--- src/rtl/ea_pkg.sv ---
// Constants, field layouts and carrier structs for the effective address and program map block.
// Assumes one 50 MHz core clock and a synchronous active-low reset.
// Notes on behaviour
// - File-register direct uses a 13-bit field, reaching the lowest 8192 data bytes.
// - Working register zero is the default; result to file register or it, product excepted.
// - Operand one is always a working register; operand two register, memory or 5-bit literal.
// - Modes: direct, indirect, post-modified, pre-modified, 5-bit or 10-bit literal.
// - Register indirect uses the pointer register unmodified as effective address.
// - Post-modified uses the current pointer, then adds a constant to it.
// - Pre-modified adds a signed constant first, then uses the updated pointer.
// - Indexed mode sums pointer and base-offset register; move instructions support it.
// - Literal-offset mode sums pointer register and an instruction literal.
// - Move source and destination modes differ; one 4-bit offset field is shared.
// - Branch uses a 16-bit signed literal; interrupt hold uses a 14-bit unsigned field.
// - Program space is 24 bits, data space 16 bits; program data reachable from data.
// - Table page register sits above the 16-bit effective address, forming 24 bits.
// - Table page bit 7 selects user memory at 0, configuration memory at 1.
// - Address MSB set maps visibility page above 15 address bits, 23 bits, user only.
// - Fetch and window addresses force bit 0 low; fetch also forces bit 23 low.
// - Table operations accept unaligned addresses and may read configuration space.
// - Program counter steps by two per program word, mapping onto data word addresses.
// - Table read low gives bits 15:0, or the selected byte in byte mode.
// - Table read high gives bits 23:16 with upper byte zero; phantom byte reads zero.
// - High table read and write are the only data path to program bits 23:16.
// - The visibility window is read-only and delivers only the low 16 program bits.
// - Window mapping applies only while the visibility enable bit is set.
// - A window read stretches the instruction by one cycle for two fetches.
package ea_pkg;
	localparam int DATA_W = 16;
	localparam int PROG_W = 24;
	localparam int FILE_W = 13;
	localparam int LIT5_W = 5;
	localparam int LIT10_W = 10;
	localparam int BRANCH_W = 16;
	localparam int HOLD_W = 14;
	localparam int OFFS_W = 4;
	localparam int PAGE_W = 8;
	localparam int WIN_W = 15;
	localparam int PAGE_MSB = 7;
	localparam int WIN_EN_BIT = 2;
	localparam logic [15:0] PC_STEP = 16'h0002;
	// Register map, byte addresses on AXI4-Lite
	localparam logic [7:0] ADDR_TBLPAGE = 8'h00;
	localparam logic [7:0] ADDR_VISPAGE = 8'h04;
	localparam logic [7:0] ADDR_CORECTL = 8'h08;
	localparam logic [7:0] ADDR_STATUS = 8'h0c;
	localparam logic [7:0] PAGE_RST = 8'h00;
	localparam logic [15:0] CORECTL_RST = 16'h0000;
	localparam logic [1:0] RESP_OKAY = 2'b00;
	localparam logic [1:0] RESP_SLVERR = 2'b10;

	typedef enum logic [3:0] {
		AM_FILE, AM_DIRECT, AM_INDIRECT, AM_POST, AM_PRE,
		AM_INDEXED, AM_LITOFF, AM_LIT5, AM_LIT10, AM_BRANCH, AM_HOLD
	} addr_mode_e;

	typedef enum logic [2:0] {
		PA_NONE, PA_FETCH, PA_TRD_LOW, PA_TRD_HIGH, PA_TWR_LOW, PA_TWR_HIGH, PA_DATA
	} prog_op_e;

	typedef struct packed {
		logic valid;
		addr_mode_e mode;
		logic [15:0] instr;
		logic [15:0] pointer_reg;
		logic [15:0] base_offset_reg;
		logic [15:0] working_reg_zero;
		logic [15:0] mod_const;
		logic dest_is_default;
		logic is_product;
	} ea_req_s;

	typedef struct packed {
		logic valid;
		logic [15:0] effective_address;
		logic ptr_we;
		logic [15:0] ptr_new;
		logic [15:0] operand;
		logic to_default;
		logic near_hit;
	} ea_rsp_s;

	typedef struct packed {
		logic valid;
		prog_op_e op;
		logic byte_mode;
		logic [15:0] effective_address;
		logic [15:0] wdata;
		logic [22:0] pc;
	} pa_req_s;

	typedef struct packed {
		logic mem_en;
		logic mem_we;
		logic [23:0] mem_addr;
		logic [23:0] mem_wdata;
		logic [2:0] mem_be;
		logic config_space;
		logic [15:0] rdata;
		logic rvalid;
		logic stall;
		logic redirected;
	} pa_rsp_s;

	typedef struct packed {
		logic [7:0] tbl_page;
		logic [7:0] vis_page;
		logic [15:0] core_control_reg;
		logic aw_seen;
		logic w_seen;
		logic [7:0] aw_addr;
		logic [31:0] w_data;
		logic [3:0] w_strb;
		logic bvalid;
		logic [1:0] bresp;
		logic rvalid;
		logic [31:0] rdata;
		logic [1:0] rresp;
		logic awready;
		logic wready;
		logic arready;
		ea_rsp_s ea;
		pa_rsp_s pa;
		logic win_pend;
		pa_req_s win_req;
		logic [15:0] win_count;
	} state_s;

	// Sign-extend a short literal to data width
	function automatic logic [15:0] sext(input logic [15:0] v, input int w);
		logic [15:0] m;
		m = 16'hffff << w;
		sext = v[w-1] ? (v | m) : (v & ~m);
	endfunction

	// Program word address with the low bit forced to zero
	function automatic logic [23:0] align(input logic [23:0] a);
		align = {a[23:1], 1'b0};
	endfunction
endpackage

--- src/rtl/ea_map.sv ---
// Effective address generator and program space mapper with AXI4-Lite page registers.
// Assumes requests from core logic on aclk; program memory answers combinationally via prog_rdata.
//
// Design decisions made here: the AXI4-Lite slave port and the placing of the registers.
`timescale 1ns/10ps
module ea_map import ea_pkg::*; (
	input wire logic aclk, // Core clock
	input wire logic aresetn, // Synchronous reset, active low
	input wire logic [7:0] s_axi_awaddr, // Write address
	input wire logic s_axi_awvalid, // Write address valid
	output logic s_axi_awready, // Write address ready
	input wire logic [31:0] s_axi_wdata, // Write data
	input wire logic [3:0] s_axi_wstrb, // Write strobes
	input wire logic s_axi_wvalid, // Write data valid
	output logic s_axi_wready, // Write data ready
	output logic [1:0] s_axi_bresp, // Write response
	output logic s_axi_bvalid, // Write response valid
	input wire logic s_axi_bready, // Write response ready
	input wire logic [7:0] s_axi_araddr, // Read address
	input wire logic s_axi_arvalid, // Read address valid
	output logic s_axi_arready, // Read address ready
	output logic [31:0] s_axi_rdata, // Read data
	output logic [1:0] s_axi_rresp, // Read response
	output logic s_axi_rvalid, // Read data valid
	input wire logic s_axi_rready, // Read data ready
	input wire ea_req_s ea_req, // Address generation request
	output ea_rsp_s ea_rsp, // Address generation result
	input wire pa_req_s pa_req, // Program space access request
	input wire logic [23:0] prog_rdata, // Program memory read word
	output pa_rsp_s pa_rsp // Program memory strobes and result
);
	state_s st_r;
	state_s st_nxt;

	// Read data formatting for table reads and window reads
	function automatic logic [15:0] fmt(input prog_op_e op, input logic bm, input logic bs,
			input logic [23:0] w);
		fmt = w[15:0];
		if (op == PA_TRD_LOW && bm) begin
			fmt = {8'h00, bs ? w[15:8] : w[7:0]};
		end else if (op == PA_TRD_HIGH) begin
			fmt = (bm && bs) ? 16'h0000 : {8'h00, w[23:16]};
		end
	endfunction

	//==========================================================
	// Next state
	always_comb begin
		logic [15:0] ea;
		logic [15:0] ptr;
		logic [15:0] rv;
		logic wr_ok;
		logic [7:0] wa;
		logic [23:0] pa;
		logic bs;
		ea = '0;
		ptr = '0;
		rv = '0;
		wr_ok = 1'b0;
		wa = '0;
		pa = '0;
		bs = 1'b0;
		st_nxt = st_r;

		//==========================================================
		// AXI4-Lite write
		st_nxt.awready = !st_r.aw_seen && !st_r.bvalid;
		st_nxt.wready = !st_r.w_seen && !st_r.bvalid;
		if (s_axi_awvalid && st_r.awready) begin
			st_nxt.aw_seen = 1'b1;
			st_nxt.aw_addr = s_axi_awaddr;
			st_nxt.awready = 1'b0;
		end
		if (s_axi_wvalid && st_r.wready) begin
			st_nxt.w_seen = 1'b1;
			st_nxt.w_data = s_axi_wdata;
			st_nxt.w_strb = s_axi_wstrb;
			st_nxt.wready = 1'b0;
		end
		if (st_r.aw_seen && st_r.w_seen) begin
			wa = {st_r.aw_addr[7:2], 2'b00};
			wr_ok = 1'b1;
			unique case (wa)
				ADDR_TBLPAGE: if (st_r.w_strb[0]) st_nxt.tbl_page = st_r.w_data[7:0];
				ADDR_VISPAGE: if (st_r.w_strb[0]) st_nxt.vis_page = st_r.w_data[7:0];
				ADDR_CORECTL: begin
					if (st_r.w_strb[0]) st_nxt.core_control_reg[7:0] = st_r.w_data[7:0];
					if (st_r.w_strb[1]) st_nxt.core_control_reg[15:8] = st_r.w_data[15:8];
				end
				ADDR_STATUS: wr_ok = 1'b1;
				default: wr_ok = 1'b0;
			endcase
			st_nxt.aw_seen = 1'b0;
			st_nxt.w_seen = 1'b0;
			st_nxt.bvalid = 1'b1;
			st_nxt.bresp = wr_ok ? RESP_OKAY : RESP_SLVERR;
		end
		if (st_r.bvalid && s_axi_bready) begin
			st_nxt.bvalid = 1'b0;
		end

		//==========================================================
		// AXI4-Lite read
		// Ready stays low while a read answer is still standing
		st_nxt.arready = !st_r.rvalid;
		if (s_axi_arvalid && st_r.arready) begin
			st_nxt.arready = 1'b0;
			st_nxt.rvalid = 1'b1;
			st_nxt.rresp = RESP_OKAY;
			unique case ({s_axi_araddr[7:2], 2'b00})
				ADDR_TBLPAGE: rv = {8'h00, st_r.tbl_page};
				ADDR_VISPAGE: rv = {8'h00, st_r.vis_page};
				ADDR_CORECTL: rv = st_r.core_control_reg;
				ADDR_STATUS: rv = {13'h0000, st_r.win_pend, st_r.pa.stall, st_r.pa.config_space};
				default: st_nxt.rresp = RESP_SLVERR;
			endcase
			st_nxt.rdata = {16'h0000, rv};
		end else if (st_r.rvalid && s_axi_rready) begin
			st_nxt.rvalid = 1'b0;
		end

		//==========================================================
		// Effective address generation
		ptr = ea_req.pointer_reg;
		st_nxt.ea.valid = ea_req.valid;
		st_nxt.ea.ptr_we = 1'b0;
		st_nxt.ea.ptr_new = ptr;
		st_nxt.ea.operand = '0;
		st_nxt.ea.near_hit = 1'b0;
		// Product writes a register pair chosen elsewhere, never the default working register
		st_nxt.ea.to_default = ea_req.dest_is_default && !ea_req.is_product;
		unique case (ea_req.mode)
			AM_FILE: begin
				ea = {3'b000, ea_req.instr[FILE_W-1:0]};
				st_nxt.ea.near_hit = 1'b1;
			end
			AM_DIRECT: st_nxt.ea.operand = ptr;
			AM_INDIRECT: ea = ptr;
			AM_POST: begin
				ea = ptr;
				st_nxt.ea.ptr_we = 1'b1;
				st_nxt.ea.ptr_new = ptr + ea_req.mod_const;
			end
			AM_PRE: begin
				ea = ptr + ea_req.mod_const;
				st_nxt.ea.ptr_we = 1'b1;
				st_nxt.ea.ptr_new = ea;
			end
			AM_INDEXED: ea = ptr + ea_req.base_offset_reg;
			AM_LITOFF: ea = ptr + sext(ea_req.instr, LIT10_W);
			AM_LIT5: st_nxt.ea.operand = {11'h000, ea_req.instr[LIT5_W-1:0]};
			AM_LIT10: st_nxt.ea.operand = {6'h00, ea_req.instr[LIT10_W-1:0]};
			AM_BRANCH: ea = ea_req.instr;
			AM_HOLD: st_nxt.ea.operand = {2'b00, ea_req.instr[HOLD_W-1:0]};
			default: ea = '0;
		endcase
		st_nxt.ea.effective_address = ea;

		//==========================================================
		// Program space mapping
		st_nxt.pa.mem_en = 1'b0;
		st_nxt.pa.mem_we = 1'b0;
		st_nxt.pa.mem_be = '0;
		st_nxt.pa.rvalid = 1'b0;
		st_nxt.pa.redirected = 1'b0;
		st_nxt.pa.stall = 1'b0;
		if (st_r.pa.mem_en && !st_r.pa.mem_we) begin
			st_nxt.pa.rvalid = !st_r.win_pend;
			st_nxt.pa.rdata = fmt(st_r.win_req.op, st_r.win_req.byte_mode,
				st_r.win_req.effective_address[0], prog_rdata);
		end
		st_nxt.win_pend = 1'b0;
		if (st_r.win_pend) begin
			// Second fetch of a window read; core sees no stall during this fetch
			st_nxt.pa.mem_en = 1'b1;
			st_nxt.pa.mem_addr = st_r.pa.mem_addr;
			st_nxt.pa.redirected = 1'b1;
			st_nxt.win_count = st_r.win_count + 16'h0001;
		end else if (pa_req.valid) begin
			bs = pa_req.effective_address[0];
			st_nxt.win_req = pa_req;
			unique case (pa_req.op)
				PA_FETCH: begin
					pa = align({1'b0, pa_req.pc});
					st_nxt.pa.mem_en = 1'b1;
				end
				PA_TRD_LOW, PA_TRD_HIGH, PA_TWR_LOW, PA_TWR_HIGH: begin
					pa = {st_r.tbl_page, pa_req.effective_address};
					st_nxt.pa.config_space = st_r.tbl_page[PAGE_MSB];
					st_nxt.pa.mem_en = 1'b1;
					st_nxt.pa.mem_we = (pa_req.op == PA_TWR_LOW) || (pa_req.op == PA_TWR_HIGH);
					if (pa_req.op == PA_TWR_HIGH) begin
						st_nxt.pa.mem_be = 3'b100;
						st_nxt.pa.mem_wdata = {pa_req.wdata[7:0], 16'h0000};
					end else if (pa_req.byte_mode) begin
						st_nxt.pa.mem_be = bs ? 3'b010 : 3'b001;
						st_nxt.pa.mem_wdata = {8'h00, pa_req.wdata[7:0], pa_req.wdata[7:0]};
					end else begin
						st_nxt.pa.mem_be = 3'b011;
						st_nxt.pa.mem_wdata = {8'h00, pa_req.wdata};
					end
				end
				PA_DATA: begin
					if (pa_req.effective_address[DATA_W-1] &&
							st_r.core_control_reg[WIN_EN_BIT]) begin
						pa = align({1'b0, st_r.vis_page,
							pa_req.effective_address[WIN_W-1:0]});
						st_nxt.pa.mem_en = 1'b1;
						st_nxt.pa.redirected = 1'b1;
						st_nxt.pa.config_space = 1'b0;
						st_nxt.win_pend = 1'b1;
						st_nxt.pa.stall = 1'b1;
					end
				end
				PA_NONE: pa = '0;
			endcase
			st_nxt.pa.mem_addr = pa;
		end

		if (!aresetn) begin
			st_nxt = '0;
			st_nxt.tbl_page = PAGE_RST;
			st_nxt.vis_page = PAGE_RST;
			st_nxt.core_control_reg = CORECTL_RST;
		end
	end

	always_ff @(posedge aclk) begin
		st_r <= st_nxt;
	end

	//==========================================================
	// Outputs
	assign s_axi_awready = st_r.awready;
	assign s_axi_wready = st_r.wready;
	assign s_axi_bvalid = st_r.bvalid;
	assign s_axi_bresp = st_r.bresp;
	assign s_axi_arready = st_r.arready;
	assign s_axi_rvalid = st_r.rvalid;
	assign s_axi_rdata = st_r.rdata;
	assign s_axi_rresp = st_r.rresp;
	assign ea_rsp = st_r.ea;
	assign pa_rsp = st_r.pa;

	//==========================================================
	// Checks
	chk_fetch_align: assert property (@(posedge aclk) disable iff (!aresetn)
		pa_req.valid && pa_req.op == PA_FETCH && !st_r.win_pend |=>
		pa_rsp.mem_addr[0] == 1'b0 && pa_rsp.mem_addr[23] == 1'b0)
		else $error("fetch address not aligned");
	chk_table_concat: assert property (@(posedge aclk) disable iff (!aresetn)
		pa_req.valid && pa_req.op == PA_TRD_LOW && !st_r.win_pend |=>
		pa_rsp.mem_addr == {$past(st_r.tbl_page), $past(pa_req.effective_address)})
		else $error("table address wrong");
	chk_table_space: assert property (@(posedge aclk) disable iff (!aresetn)
		pa_req.valid && pa_req.op == PA_TRD_HIGH && !st_r.win_pend |=>
		pa_rsp.config_space == $past(st_r.tbl_page[PAGE_MSB]))
		else $error("table space select wrong");
	chk_window_gate: assert property (@(posedge aclk) disable iff (!aresetn)
		pa_req.valid && pa_req.op == PA_DATA && !st_r.win_pend &&
		!st_r.core_control_reg[WIN_EN_BIT] |=> !pa_rsp.mem_en)
		else $error("window used while disabled");
	chk_window_two_fetch: assert property (@(posedge aclk) disable iff (!aresetn)
		$rose(st_r.win_pend) |-> pa_rsp.stall ##1 pa_rsp.mem_en && !pa_rsp.stall
		##1 pa_rsp.rvalid)
		else $error("window read not two cycles");
	chk_window_readonly: assert property (@(posedge aclk) disable iff (!aresetn)
		pa_rsp.redirected |-> !pa_rsp.mem_we && pa_rsp.mem_addr[23] == 1'b0)
		else $error("window not read-only");
	// Window data must be the low word of the fetch that preceded the answer
	chk_window_low_word: assert property (@(posedge aclk) disable iff (!aresetn)
		pa_rsp.rvalid && $past(st_r.win_req.op, 1) == PA_DATA |->
		pa_rsp.rdata == $past(prog_rdata[15:0], 1))
		else $error("window data not the low program word");
	chk_table_low_word: assert property (@(posedge aclk) disable iff (!aresetn)
		pa_rsp.rvalid && $past(st_r.win_req.op, 1) == PA_TRD_LOW &&
		!$past(st_r.win_req.byte_mode, 1) |->
		pa_rsp.rdata == $past(prog_rdata[15:0], 1))
		else $error("table low word read wrong");
	chk_post_modify: assert property (@(posedge aclk) disable iff (!aresetn)
		ea_req.valid && ea_req.mode == AM_POST |=>
		ea_rsp.effective_address == $past(ea_req.pointer_reg) &&
		ea_rsp.ptr_new == $past(ea_req.pointer_reg + ea_req.mod_const))
		else $error("post-modify wrong");
	chk_pre_modify: assert property (@(posedge aclk) disable iff (!aresetn)
		ea_req.valid && ea_req.mode == AM_PRE |=>
		ea_rsp.effective_address == $past(ea_req.pointer_reg + ea_req.mod_const) &&
		ea_rsp.ptr_new == ea_rsp.effective_address && ea_rsp.ptr_we)
		else $error("pre-modify wrong");
	chk_indexed_sum: assert property (@(posedge aclk) disable iff (!aresetn)
		ea_req.valid && ea_req.mode == AM_INDEXED |=>
		ea_rsp.effective_address == $past(ea_req.pointer_reg + ea_req.base_offset_reg))
		else $error("indexed address wrong");
	chk_product_dest: assert property (@(posedge aclk) disable iff (!aresetn)
		ea_req.valid && ea_req.is_product |=> !ea_rsp.to_default)
		else $error("product result sent to default register");
	chk_file_near: assert property (@(posedge aclk) disable iff (!aresetn)
		ea_req.valid && ea_req.mode == AM_FILE |=>
		ea_rsp.effective_address[15:FILE_W] == 3'b000)
		else $error("file address outside near space");
	chk_high_phantom: assert property (@(posedge aclk) disable iff (!aresetn)
		pa_rsp.rvalid && $past(st_r.win_req.op, 1) == PA_TRD_HIGH |->
		pa_rsp.rdata[15:8] == 8'h00)
		else $error("phantom byte not zero");
	cov_window: cover property (@(posedge aclk) disable iff (!aresetn)
		pa_rsp.redirected && pa_rsp.stall);
	cov_table_cfg: cover property (@(posedge aclk) disable iff (!aresetn)
		pa_rsp.mem_en && pa_rsp.config_space);
	cov_table_write: cover property (@(posedge aclk) disable iff (!aresetn)
		pa_rsp.mem_we);
	cov_axi_write: cover property (@(posedge aclk) disable iff (!aresetn)
		s_axi_bvalid && s_axi_bready);
endmodule

--- config.mk ---
export PLATFORM = sky130hd
export DESIGN_NAME = ea_map
export DESIGN_NICKNAME = d
export VERILOG_FILES = /design/src/rtl/ea_pkg.sv /design/src/rtl/ea_map.sv
export SDC_FILE = /design/constraint.sdc
export NUM_CORES = 1
export LEC_CHECK = 0
export BUFFER_PORTS_ARGS = -buffer_cell sky130_fd_sc_hd__buf_2
export CAP_MARGIN = 25
export CORE_MARGIN = 5
export CORE_UTILIZATION = 46
export DETAILED_ROUTE_END_ITERATION = 10
export MAX_ROUTING_LAYER = met4
export PLACE_DENSITY_LB_ADDON = 0.05
export SETUP_SLACK_MARGIN = 0.2
export SYNTH_ARGS = -nofsm -noshare
export SYNTH_HDL_FRONTEND = slang
export SYNTH_SLANG_ARGS = --single-unit
export TNS_END_PERCENT = 100
--- constraint.sdc ---
create_clock -name aclk -period 2.8 [get_ports aclk]
set_input_delay 0.28 -clock aclk [delete_from_list [all_inputs] [get_ports aclk]]
set_output_delay 0.28 -clock aclk [all_outputs]
set_load 0.01 [all_outputs]
==> impl_metrics.toml <==
[floorplan]
dieArea_um2 = 28000
core.rowCount = 57
start_util = 0.468
fp.dieW_um = 167
core-area_um2 = 24300
ios = 396
die_h_um = 167

[layout]
nets = 1780
layout_commonest_cell = "buf_2"
final_cells = 1864
drive_gt1_frac = 0.302
syn_to_final_growth_pct = 18.7
utilization = 0.556
n_fill_cell = 2292
layout_common_cells = "buf_2, dfxtp_1, nand2_1"

[sta]
max_slew_margin = 0.370
hold_viol = 0
fin_crit_ps = 2370
maxSlewViolCount = 0
finalSetupTns_ps = 0
timing.final.crit_share = 0.847
max_freq_ghz = 0.422
worst_pin_slew_ps = 941
finalSetupViolCount = 0
skew_ps = 7.79
rsz0062_at_grt = "false"

[yosys]
ys.flop_type = "dfxtp_1"
ys_seq_area_frac = 0.371
async_flop_share = 0
ys_seq_elements = 211
yosysWarnings = 0
synthCells = 1306
synth-edff-count = 0
netlist-cell-type-count = 67
synth_area_um2 = 11400
syn_avg_cell_area_um2 = 8.72

[clock_tree]
cts.sinks = 211
cts_tree = "yes"
ctsHoldBuffers = 13
post-cts-setup-buffers = 0
cts-root-buf = "clkbuf_16"
cts_resized = 0
clockBufferDepth = 3
clkSlewWorstSetupHoldPaths_ps = 60
h-tree-depth = 1
numCtsBuffers = 25
insertion_delay_ps = 530

[run_status]
outcome = "complete, no violations"

[global_route]
overflow = 0
grt_use_met1 = 0.309
grt_usage = 0.236
met3_usage = 0.0594
grt_max_degree = 128
grt_pass1_wl_mm = 53.0
use_met2 = 0.368
antenna_found_initial = 6
grt_pass1_vias = 9717
grt.busiest_layer = "met2"

[power_and_ir_drop]
p_leak_uw = 0.00630
ir_drop_mv = 0.400
power_density_nw_per_um2 = 589
p_total_uw = 7960

[placement]
hpwl_mm = 25.6
portBuffers = 338
place.gp.congestion = 0.889
dp_cells = 1800

[detailed_routing]
vias = 9815
post_drt_wl_per_cell_um = 18.3
first_iter_violations = 587
drt-pass1-iter-count = 5
vias_per_cell = 5.27
post-route-drc-count = 0
routed_wl_mm = 34.2
drtAntennaViolNets = 0

[run]
drv_cap = 0

[worst_setup_path]
cp_max_fo = 12
worstSetupPathType = "primary input to register"
critPathLaunchType = "primary input"
required_ps = 3200
cp_data_arrival_time_ps = 2770
cp-end-kind = "register"

[worst_hold_path]
hold_class = "primary input to register"
-- registers in the layout, summed over array words and instances (netlist names) --
signal and count:
ea_rsp 52, pa_rsp 73, s_axi_arready 1, s_axi_awready 1
s_axi_bresp 1, s_axi_bvalid 1, s_axi_rdata 16, s_axi_rresp 1
s_axi_rvalid 1, s_axi_wready 1, st_r 63
-- cell usage after synthesis (16+ instances only) --
cell type | instances | area share
clkbuf_1 | 48 | 0.016
a21oi_1 | 56 | 0.025
a222oi_1 | 20 | 0.018
inv_1 | 20 | 0.0066
nor2_1 | 59 | 0.019
dfxtp_1 | 211 | 0.37
o211a_1 | 16 | 0.014
o21ai_0 | 21 | 0.0092
nand3_1 | 34 | 0.015
buf_4 | 162 | 0.11
mux2i_1 | 49 | 0.043
ha_1 | 32 | 0.035
nor2b_1 | 68 | 0.037
nand2_1 | 181 | 0.060
nor3b_1 | 17 | 0.011
a22oi_1 | 21 | 0.014
a221oi_1 | 23 | 0.018
a21boi_0 | 53 | 0.035
-- critical path, cell delays in order --
cell and delay [ps]:
buf_2 100, and2b_4 260, nand3b_4 120, buf_4 220
mux2_2 280, ha_1 310, o21ai_0 200, nand2b_1 90
a21oi_1 170, a31oi_2 80, a31oi_1 290, a21oi_1 130
xnor2_1 160, o22ai_1 80
-- kinds of logic (layout without fill, tap and decap cells) --
family	count (synthesis)	count (layout)	share of synthesized area
buf+inv	246	457	0.136
simple gates	435	435	0.189
compound gates	292	292	0.187
xor+xnor	26	26	0.0207
mux	61	61	0.0579
flops	211	211	0.371
other cells	1	24	0.000329
fa+ha+maj	34	34	0.0387
-- report_power, final --
| group | switching [µW] | internal (µW) | leakage (µW) |
|---|---|---|---|
| Combinational | 731 | 562 | 0.00414 |
| Clock | 1300 | 2180 | 0.000442 |
| Sequential | 61.7 | 3120 | 0.00172 |
-- path summary, 6_finish.rpt --
path,start,end,slack [ps],cells after the start
worst max-delay path,ea_req[85],ea_rsp[47],430,14
worst min-delay path,s_axi_wdata[0],st_r[247],20,3
worst max register to register,st_r[73],pa_rsp[4],620,7
worst min register to register,s_axi_rdata[2],s_axi_rdata[2],450,2
-- metrics by stage --
stage / hold WS, ps / worst slack (ps) / instance area (µm²)
after floorplan: 352 / 168 / 11500
after global placement: 421 / -72.7 / 12500
after detailed placement: 438 / -99.3 / 12500
after CTS: 0.454 / 461 / 13500
after global routing: 29.8 / 215 / 13500
final: 24.2 / 430 / 13500
-- layout make-up --
cell class	instances	area (µm²)	share of cell area
Tap cell	324	405	0.0300
Timing Repair Buffer	392	2140	0.159
Inverter	20	75.1	0.00555
Antenna cell	6	15.0	0.00111
Sequential cell	211	4220	0.312
Multi-Input combinational cell	866	5760	0.426
Clock buffer	35	723	0.0535
Clock inverter	10	173	0.0128
-- metal layers --
metal,vias up,part of all wire
met5,-,0
met2,340,0.45
met4,0,0.024
li1,4833,-
met1,4590,0.44
met3,52,0.078
(Power assumes the default switching activity.)
